**config.mk**
```make
export PLATFORM = sky130hd
export DESIGN_NAME = tls_scheduler
export DESIGN_NICKNAME = d
export VERILOG_FILES = /design/src/rtl/tls_pkg.sv /design/src/rtl/tls_scheduler.sv
export SDC_FILE = /design/constraint.sdc
export NUM_CORES = 2
export LEC_CHECK = 0
export BUFFER_PORTS_ARGS = -buffer_cell sky130_fd_sc_hd__buf_2
export CAP_MARGIN = 15
export CORE_AREA = 3 3 250 252
export DETAILED_ROUTE_END_ITERATION = 8
export DIE_AREA = 0 0 253 255
export PLACE_DENSITY = 0.66
export SYNTH_ARGS = -nofsm -noshare
export SYNTH_HDL_FRONTEND = slang
export SYNTH_SLANG_ARGS = --single-unit
export TNS_END_PERCENT = 1
```
**constraint.sdc**
```tcl
create_clock -name core_clk_i -period 8.35 [get_ports core_clk_i]
set_input_delay 1.67 -clock core_clk_i [delete_from_list [all_inputs] [get_ports core_clk_i]]
set_output_delay 1.67 -clock core_clk_i [all_outputs]
set_load 0.05 [all_outputs]
```
**src/rtl/tls_pkg.sv**
```systemverilog
package tls_pkg;

  // ----------------------------------------------------------------
  // Timing figures
  // ----------------------------------------------------------------
  localparam int unsigned CORE_CLK_HZ = 100_000_000;
  localparam int unsigned MASTER_CLK_HZ = 10_240_000;
  localparam int unsigned BIT_RATE_BPS = 5_120_000;
  // Fractional divider: step/modulus = master/core = 256/2500
  localparam logic [11:0] MCLK_STEP = 12'h100;
  localparam logic [11:0] MCLK_MOD = 12'h9C4;

  localparam int unsigned SLOT_TICKS = 1024;
  localparam int unsigned SLOTS_PER_TS = 512;
  localparam int unsigned FRAME_BITS = 234;
  localparam int unsigned GUARD_BITS = 22;
  localparam logic [8:0] SRV_TX_SLOT = 9'h000;
  localparam logic [8:0] CLI_TX_SLOT = 9'h100;

  // ----------------------------------------------------------------
  // Seconds to timestamp mapping
  // ----------------------------------------------------------------
  localparam logic [31:0] TICKS_PER_SEC_TS = 32'h0000_2710;
  localparam int unsigned SEC_WRAP_BITS = 18;
  localparam int unsigned TS_SHIFT = 10;

  // ----------------------------------------------------------------
  // Protection switching hold-off
  // ----------------------------------------------------------------
  localparam int unsigned FAILOVER_MS = 500;
  localparam int unsigned FAILOVER_CYCLES = FAILOVER_MS * (CORE_CLK_HZ / 1000);

  localparam logic [3:0] NTP_MIN_VERSION = 4'h3;

  // ----------------------------------------------------------------
  // Types
  // ----------------------------------------------------------------
  typedef enum logic [1:0] {
    TOD_USER,
    TOD_DEFAULT,
    TOD_NTP,
    TOD_GPS
  } tls_tod_src_t;

  typedef struct packed {
    logic line_positive;
    logic line_negative;
    logic oe;
  } tls_line_t;

endpackage

```
**src/rtl/tls_scheduler.sv**
```systemverilog
// Functional notes
// - Manchester line at 5.12 Mbps from master clock
// - One pair shared, only one side drives
// - Timeslot is 1024 master periods, 100 us
// - Bit period is two counts, even first
// - Bit slot is (counter mod 1024)/2
// - Client slot count restarts on each received frame start, wraps at 512
// - Server frame reaches client in slot 0
// - Client preamble starts in slot 256
// - First half server, second half client
// - Frames 234 bits, then 22-bit silent guard
// - Client turns around within server guard
// - Server receives then turns around in guard
// - Client output advanced by cable advance value
// - Received frame released only after CRC check
// - Failover waits at least 500 ms
// - 32-bit timestamp counts master clock periods
// - 32-bit seconds count, zero at epoch
// - Counter loaded from seconds mapping on second
// - Any time source converted to seconds count
// - Four selectable time-of-day sources
// - NTP source needs version 3 or later
`timescale 1ns/1ps

// ------------------------------------------------------------------
// Transmit data FIFO
// ------------------------------------------------------------------
module tls_fifo #(
  parameter int unsigned WIDTH = 1,
  parameter int unsigned DEPTH = 16
) (
  input wire logic core_clk_i,
  input wire logic sys_rst_i,
  input wire logic in_valid_i,
  input wire logic [WIDTH-1:0] in_data_i,
  output logic in_ready_o,
  output logic out_valid_o,
  output logic [WIDTH-1:0] out_data_o,
  input wire logic out_ready_i
);
  localparam int unsigned AW = $clog2(DEPTH);

  logic [WIDTH-1:0] mem_q [DEPTH];
  logic [AW-1:0] wr_ptr_q;
  logic [AW-1:0] rd_ptr_q;
  logic [AW:0] cnt_q;
  logic push;
  logic pop;

  assign in_ready_o = (cnt_q != (AW+1)'(DEPTH));
  assign out_valid_o = (cnt_q != '0);
  assign out_data_o = mem_q[rd_ptr_q];
  assign push = in_valid_i && in_ready_o;
  assign pop = out_valid_o && out_ready_i;

  always_ff @(posedge core_clk_i) begin
    if (push) begin
      mem_q[wr_ptr_q] <= in_data_i;
    end
  end

  always_ff @(posedge core_clk_i) begin
    if (sys_rst_i) begin
      wr_ptr_q <= '0;
      rd_ptr_q <= '0;
      cnt_q <= '0;
    end else begin
      if (push) begin
        wr_ptr_q <= (wr_ptr_q == AW'(DEPTH - 1)) ? '0 : wr_ptr_q + 1'b1;
      end
      if (pop) begin
        rd_ptr_q <= (rd_ptr_q == AW'(DEPTH - 1)) ? '0 : rd_ptr_q + 1'b1;
      end
      cnt_q <= cnt_q + (AW+1)'(push) - (AW+1)'(pop);
    end
  end
endmodule

// ------------------------------------------------------------------
// Timeslot scheduler
// ------------------------------------------------------------------
module tls_scheduler import tls_pkg::*; #(
  parameter int unsigned FAILOVER_CYC = FAILOVER_CYCLES,
  parameter int unsigned FIFO_DEPTH = 16
) (
  input wire logic core_clk_i,
  input wire logic sys_rst_i,
  input wire logic server_mode_i,
  input wire logic pps_i,
  input wire logic los_i,
  input wire logic tod_load_i,
  input wire tls_tod_src_t tod_src_i,
  input wire logic [31:0] user_sec_i,
  input wire logic [31:0] default_sec_i,
  input wire logic [31:0] ntp_sec_i,
  input wire logic [3:0] ntp_version_i,
  input wire logic [31:0] gps_sec_i,
  input wire logic [8:0] adv_slots_i,
  input wire logic rx_sof_i,
  input wire logic rx_bit_valid_i,
  input wire logic rx_bit_i,
  input wire logic rx_crc_done_i,
  input wire logic rx_crc_ok_i,
  input wire logic tx_valid_i,
  input wire logic tx_bit_i,
  output logic tx_ready_o,
  output tls_line_t line_o,
  output logic [31:0] timestamp_o,
  output logic [31:0] gps_sec_o,
  output logic [8:0] bit_slot_o,
  output logic [FRAME_BITS-1:0] rx_frame_o,
  output logic rx_frame_valid_o,
  output logic protect_sel_o
);

  // ----------------------------------------------------------------
  // Helpers
  // ----------------------------------------------------------------
  function automatic logic [31:0] sec_to_ts(input logic [31:0] sec);
    logic [31:0] prod;
    prod = TICKS_PER_SEC_TS * {14'h0000, sec[SEC_WRAP_BITS-1:0]};
    return {prod[31-TS_SHIFT:0], 10'h000};
  endfunction

  function automatic logic in_frame(input logic [8:0] slot, input logic [8:0] start);
    logic [8:0] rel;
    rel = slot - start;
    return (rel < 9'(FRAME_BITS));
  endfunction

  // ----------------------------------------------------------------
  // Pin synchronisers
  // ----------------------------------------------------------------
  logic pps_m_q;
  logic pps_s_q;
  logic pps_d_q;
  logic los_m_q;
  logic los_s_q;
  logic pps_rise;

  always_ff @(posedge core_clk_i) begin
    if (sys_rst_i) begin
      pps_m_q <= 1'b0;
      pps_s_q <= 1'b0;
      pps_d_q <= 1'b0;
      los_m_q <= 1'b0;
      los_s_q <= 1'b0;
    end else begin
      pps_m_q <= pps_i;
      pps_s_q <= pps_m_q;
      pps_d_q <= pps_s_q;
      los_m_q <= los_i;
      los_s_q <= los_m_q;
    end
  end

  assign pps_rise = pps_s_q && !pps_d_q;

  // ----------------------------------------------------------------
  // Master clock enable (10.24 MHz average from 100 MHz)
  // ----------------------------------------------------------------
  logic [11:0] acc_q;
  logic [11:0] acc_sum;
  logic mtick;

  assign acc_sum = acc_q + MCLK_STEP;
  assign mtick = (acc_sum >= MCLK_MOD);

  always_ff @(posedge core_clk_i) begin
    if (sys_rst_i) begin
      acc_q <= '0;
    end else begin
      acc_q <= mtick ? acc_sum - MCLK_MOD : acc_sum;
    end
  end

  // ----------------------------------------------------------------
  // Time-of-day source and seconds count
  // ----------------------------------------------------------------
  logic [31:0] src_sec;
  logic src_ok;
  logic load_arm_q;
  logic load_now;
  logic [31:0] sec_q;

  always_comb begin
    src_ok = 1'b1;
    case (tod_src_i)
      TOD_USER: src_sec = user_sec_i;
      TOD_DEFAULT: src_sec = default_sec_i;
      TOD_NTP: begin
        src_sec = ntp_sec_i;
        src_ok = (ntp_version_i >= NTP_MIN_VERSION);
      end
      TOD_GPS: src_sec = gps_sec_i;
      default: src_sec = gps_sec_i;
    endcase
  end

  assign load_now = load_arm_q && pps_rise;

  always_ff @(posedge core_clk_i) begin
    if (sys_rst_i) begin
      load_arm_q <= 1'b0;
    end else if (tod_load_i && src_ok) begin
      load_arm_q <= 1'b1;
    end else if (load_now) begin
      load_arm_q <= 1'b0;
    end
  end

  always_ff @(posedge core_clk_i) begin
    if (sys_rst_i) begin
      sec_q <= '0;
    end else if (load_now) begin
      sec_q <= src_sec;
    end else if (pps_rise) begin
      sec_q <= sec_q + 32'h0000_0001;
    end
  end

  // ----------------------------------------------------------------
  // Timestamp counter
  // ----------------------------------------------------------------
  logic [31:0] ts_q;

  always_ff @(posedge core_clk_i) begin
    if (sys_rst_i) begin
      ts_q <= '0;
    end else if (load_now) begin
      ts_q <= sec_to_ts(src_sec);
    end else if (mtick) begin
      ts_q <= ts_q + 32'h0000_0001;
    end
  end

  // ----------------------------------------------------------------
  // Client slot tracking
  // ----------------------------------------------------------------
  logic [9:0] cli_cnt_q;

  always_ff @(posedge core_clk_i) begin
    if (sys_rst_i) begin
      cli_cnt_q <= '0;
    end else if (rx_sof_i && !server_mode_i) begin
      cli_cnt_q <= '0;
    end else if (mtick) begin
      cli_cnt_q <= cli_cnt_q + 10'h001;
    end
  end

  // ----------------------------------------------------------------
  // Slot position and frame ownership
  // ----------------------------------------------------------------
  logic [9:0] pos_nxt;
  logic [8:0] slot_nxt;
  logic [8:0] tx_slot;
  logic half_nxt;
  logic own_nxt;

  assign pos_nxt = (server_mode_i ? ts_q[9:0] : cli_cnt_q) + 10'h001;
  assign slot_nxt = pos_nxt[9:1];
  assign half_nxt = pos_nxt[0];
  // Client output is pulled earlier by the cable advance
  assign tx_slot = server_mode_i ? slot_nxt : slot_nxt + adv_slots_i;
  // Server owns the first half, client the second; guards stay idle
  assign own_nxt = server_mode_i ? in_frame(tx_slot, SRV_TX_SLOT)
                                 : in_frame(tx_slot, CLI_TX_SLOT);

  // ----------------------------------------------------------------
  // Transmit path
  // ----------------------------------------------------------------
  logic fifo_valid;
  logic fifo_data;
  logic fifo_pop;
  logic cur_bit_q;
  logic new_bit;
  tls_line_t line_q;
  logic in_ready;

  assign fifo_pop = mtick && own_nxt && !half_nxt;
  assign new_bit = fifo_valid ? fifo_data : 1'b0;

  tls_fifo #(
    .WIDTH(1),
    .DEPTH(FIFO_DEPTH)
  ) u_tx_fifo (
    .core_clk_i(core_clk_i),
    .sys_rst_i(sys_rst_i),
    .in_valid_i(tx_valid_i),
    .in_data_i(tx_bit_i),
    .in_ready_o(in_ready),
    .out_valid_o(fifo_valid),
    .out_data_o(fifo_data),
    .out_ready_i(fifo_pop)
  );

  always_ff @(posedge core_clk_i) begin
    if (sys_rst_i) begin
      tx_ready_o <= 1'b0;
    end else begin
      tx_ready_o <= in_ready;
    end
  end

  always_ff @(posedge core_clk_i) begin
    if (sys_rst_i) begin
      cur_bit_q <= 1'b0;
    end else if (fifo_pop) begin
      cur_bit_q <= new_bit;
    end
  end

  // Manchester: first half carries the bit, second half its inverse
  always_ff @(posedge core_clk_i) begin
    if (sys_rst_i) begin
      line_q <= '0;
    end else if (mtick) begin
      if (own_nxt) begin
        line_q.oe <= 1'b1;
        line_q.line_positive <= half_nxt ? ~cur_bit_q : new_bit;
        line_q.line_negative <= half_nxt ? cur_bit_q : ~new_bit;
      end else begin
        line_q <= '0;
      end
    end
  end

  assign line_o = line_q;

  // ----------------------------------------------------------------
  // Receive frame buffer
  // ----------------------------------------------------------------
  logic [FRAME_BITS-1:0] rx_shift_q;
  logic [FRAME_BITS-1:0] rx_frame_q;
  logic rx_frame_valid_q;

  always_ff @(posedge core_clk_i) begin
    if (sys_rst_i) begin
      rx_shift_q <= '0;
    end else if (rx_bit_valid_i && !line_q.oe) begin
      rx_shift_q <= {rx_shift_q[FRAME_BITS-2:0], rx_bit_i};
    end
  end

  always_ff @(posedge core_clk_i) begin
    if (sys_rst_i) begin
      rx_frame_q <= '0;
      rx_frame_valid_q <= 1'b0;
    end else begin
      rx_frame_valid_q <= rx_crc_done_i && rx_crc_ok_i;
      if (rx_crc_done_i && rx_crc_ok_i) begin
        rx_frame_q <= rx_shift_q;
      end
    end
  end

  assign rx_frame_o = rx_frame_q;
  assign rx_frame_valid_o = rx_frame_valid_q;

  // ----------------------------------------------------------------
  // Protection failover hold-off
  // ----------------------------------------------------------------
  logic [31:0] los_cnt_q;
  logic prot_q;

  always_ff @(posedge core_clk_i) begin
    if (sys_rst_i) begin
      los_cnt_q <= '0;
      prot_q <= 1'b0;
    end else if (!los_s_q) begin
      los_cnt_q <= '0;
      prot_q <= 1'b0;
    end else if (los_cnt_q < 32'(FAILOVER_CYC)) begin
      los_cnt_q <= los_cnt_q + 32'h0000_0001;
    end else begin
      prot_q <= 1'b1;
    end
  end

  assign protect_sel_o = prot_q;

  // ----------------------------------------------------------------
  // Status outputs
  // ----------------------------------------------------------------
  assign timestamp_o = ts_q;
  assign gps_sec_o = sec_q;

  logic [8:0] slot_q;

  always_ff @(posedge core_clk_i) begin
    if (sys_rst_i) begin
      slot_q <= '0;
    end else begin
      slot_q <= server_mode_i ? ts_q[9:1] : cli_cnt_q[9:1];
    end
  end

  assign bit_slot_o = slot_q;

endmodule

```
==> results.md <==
* 0.7580 — Tcrit/Tclk final
* 71 — number of clock buffers inserted by TritonCTS
* 0 — total of hold buffers inserted after clock tree synthesis
* 0 — postcts setup bufs
* 27100 µm² — combined area of all synthesized cells
* 8840 ps — worst path required time
* 600 ps — Worst-Skew Late Latency
* 0.1580 GHz — maximum frequency from static timing analysis
* 71220 µm — total detailed-routing wirelength
* 47860 µm — detailed-placement wirelength estimate
* 90 — number of standard-cell rows in the floorplan
* 8.206 µm² — Avg Synthesized Cell Area
* 468 — number of buffer cells added on primary ports
* 12880 µm² — area of combinational cells with multiple inputs
* yes — TritonCTS clock tree
* 255 µm — die boundary height
* 0 — async set-or-reset flop fraction in the synthesized netlist
* 0 — total of warnings raised by yosys
* finished, final reports clean — outcome
* 3302 — cells after synthesis
* 240.1 nW/µm² — power per standard cell area
* 0.4489 — Initial Utilization
* 639 — number of clock sinks seen by CTS
* 218 — pin count of the biggest net entering global routing
* 0.5345 — post-layout util
* 0 — Slew Limit Fails
* 1029 ps — worst-margin pin slew
* 0 — # DRC
* 15.88 µm — per-cell routed wire length
* 0 ps — Sum Neg Setup Slack
* 19.06% — area added between synthesis and finish
* 21370 — number of global-route vias before repair
* clkbuf_16 — Root Buffer Master
* 0.4780 — register area share after synthesis
* 469 — total I/O pin count
* 1583 — detailed router's first-iteration violation count
* 12.55 nW — leakage
* 10 — Max FO, Critical Path
* 64520 µm² — area of the die
* 0 — MaxCap Viol Count
* in2reg — Setup Crit Path Kind
* 12950 µm² — sequential cell area
* 3900 — fin nets
* 0.2132 — global router's overall resource usage
* 0 — post-detailed-route count of antenna-violating nets
* 50 ps — clock transition at the register clock pins on the worst setup and hold paths after CTS
* input port — category of the worst setup path launch point
* 0 — final-report hold violation count
* 0.9695 — final weighted congestion of routability-driven global placement
* 3 — number of antenna violations at the first check in global routing
* flop — endpoint kind of the worst setup timing path
* 112500 µm — first-pass GRT wire length
* 5.138 — Via-to-Cell Ratio
* reg2reg — Hold Crit Class
* 23040 — number of vias after detailed routing
* 5 — total iterations of the first detailed-routing run
* no — setup repair after global routing missed its margin
* 71 — number of unique standard cell types used by synthesis
* 0 — final setup violation count
* 0 — Gates resized, CTS repair
* 6820 ps — Arr. time, crit path
* 60360 µm² — core region area
* dfxtp_1 — commonest register cell after synthesis
* 17.96 ps — clock tree skew after final layout
* 3 — htree depth
* 0.1775 — fraction of final layout cells with drive strength greater than 1
* 6329 ps — final period demand of the worst path
* 448.3 ps — Hold Worst Slack
* 253 µm — die span in x
* 3 — number of buffers on the longest clock path
* 0 — total congestion overflow after global routing
* 5731 — Filler Cells Inserted
* 16 — count of flip-flops with a built-in enable after synthesis
* 0.3137 — worst-case headroom to the max-slew limit
* 32260 µm² — area of all placed cells without fillers
* 639 — #FFs+latches synth
* 0.1458 mV — worst voltage drop across the vdd grid
* 29790 µm² — placed inst area
* 3556 — Post-Synthesis Net Count
[per-layer routing]
metal | global-route usage | routed length [µm] | vias up
met2 | 0.3549 | 33760 | 642
met3 | 0.05619 | 4938 | 116
li1 | - | - | 11630
met1 | 0.2639 | 29840 | 10660
met5 | 0 | 11 | -
met4 | 0.08799 | 2672 | 2
[critical path, cell delays in order]
cell and delay, ps:
buf_2 270, mux4_2 620, inv_1 180, fa_1 430, inv_1 60, ha_1 110, inv_1 50, fa_1 530
inv_1 50, ha_1 260, inv_1 50, fa_1 490, inv_1 40, ha_1 230, a2111oi_0 580, nor3_1 130
a2111oi_1 540, a21oi_1 160, xnor2_1 160, a211oi_1 210
[area by class of cell]
cell class                      instances  area share
Antenna cell                            2   0.0001551
Timing Repair Buffer                  485     0.07842
Inverter                              120     0.01396
Clock buffer                          104     0.06582
Multi-Input combinational cell       2329      0.3993
Sequential cell                       639      0.4015
Clock inverter                         24     0.01051
Tap cell                              782     0.03033
[cells in the final DEF, fill, tap and decap left out, types with 21 or more instances in the layout]
cell type | Yosys | final
a21oi_1 | 527 | 527
xor2_1 | 52 | 52
xnor2_1 | 48 | 48
fa_1 | 30 | 30
nand3_1 | 39 | 39
clkbuf_16 | 0 | 73
nor2_1 | 172 | 171
buf_2 | 11 | 467
nand2_1 | 1030 | 1029
dfxtp_1 | 623 | 623
o21ai_0 | 38 | 38
nor3_1 | 28 | 28
ha_1 | 68 | 68
nand4_1 | 21 | 21
mux4_2 | 37 | 37
inv_1 | 119 | 119
[path summary, 6_finish.rpt]
path         slack (ps)                   startpoint  cells past startpoint                       endpoint
max                2020                 tod_src_i[1]                     20   timestamp_o[30]$_SDFFE_PP0P_
min                 450  rx_frame_o[17]$_SDFFE_PP0P_                      2    rx_frame_o[17]$_SDFFE_PP0P_
max reg2reg        3470  timestamp_o[0]$_SDFFE_PP0P_                     23  u_tx_fifo.cnt_q[4]$_SDFF_PP0_
min reg2reg         450  rx_frame_o[17]$_SDFFE_PP0P_                      2    rx_frame_o[17]$_SDFFE_PP0P_
[sequential cells by signal, summed over array words and instances (netlist names), 3 cells and up, named ones only]
register	flops
u_tx_fifo.cnt_q	5
u_tx_fifo.mem_q	16
timestamp_o	32
line_o	3
los_cnt_q	32
rx_frame_o	234
cli_cnt_q	10
u_tx_fifo.wr_ptr_q	4
rx_shift_q	234
acc_q	10
u_tx_fifo.rd_ptr_q	4
bit_slot_o	9
gps_sec_o	32
[cell families after synthesis]
logic type               Yosys count  share of synthesized area
AO/OA/AOI/OAI                    664                     0.1339
XOR/XNOR                         100                    0.03232
AND/OR/NAND/NOR                 1409                     0.2155
adder cells (fa/ha/maj)           98                    0.05357
multiplexers                      58                    0.03907
flip-flops                       639                     0.4780
buffers and inverters            334                    0.04765
[power breakdown]
part	internal, mW	total [mW]	switching (mW)
sequential	3.09	3.12	0.0300
clock	1.96	3.23	1.26
combinational	0.574	1.40	0.827
[stage by stage]
step / std cells / setup WS [ps] / total power [mW]
global route: 4484 / 1500 / 8.173
global placement: 4355 / 1483 / 4.581
finish: 4485 / 2021 / 7.746
CTS: 4483 / 2030 / 7.845
detailed placement: 4355 / 1375 / 4.584
floorplan: 3302 / 1265 / 4.297
[synth_stat cells (6+ instances only)]
| cell | number | area share |
|---|---|---|
| nand3_1 | 39 | 0.0072 |
| mux4_2 | 37 | 0.031 |
| a211oi_1 | 20 | 0.0055 |
| a21oi_1 | 527 | 0.097 |
| or3_1 | 19 | 0.0044 |
| nand2b_1 | 8 | 0.0018 |
| a221oi_1 | 16 | 0.0052 |
| o21ai_0 | 38 | 0.0070 |
| nor2_1 | 172 | 0.024 |
| xor2_1 | 52 | 0.017 |
| buf_1 | 17 | 0.0024 |
| fa_1 | 30 | 0.022 |
| and4_1 | 9 | 0.0029 |
| and3_1 | 16 | 0.0037 |
| nor3_1 | 28 | 0.0052 |
| nand2_1 | 1030 | 0.14 |
| dfxtp_1 | 623 | 0.46 |
| o31ai_1 | 6 | 0.0017 |
| nor2b_1 | 17 | 0.0039 |
| buf_2 | 11 | 0.0020 |
| xnor2_1 | 48 | 0.016 |
| edfxtp_1 | 16 | 0.018 |
| ha_1 | 68 | 0.031 |
| clkbuf_1 | 184 | 0.025 |
| and2_1 | 13 | 0.0030 |
| mux2i_1 | 18 | 0.0066 |
| or4_1 | 10 | 0.0028 |
| nor4_1 | 7 | 0.0016 |
| a21o_1 | 7 | 0.0019 |
| inv_1 | 119 | 0.016 |
| nand4_1 | 21 | 0.0048 |
No activity file was read; power rests on OpenSTA's default activity.
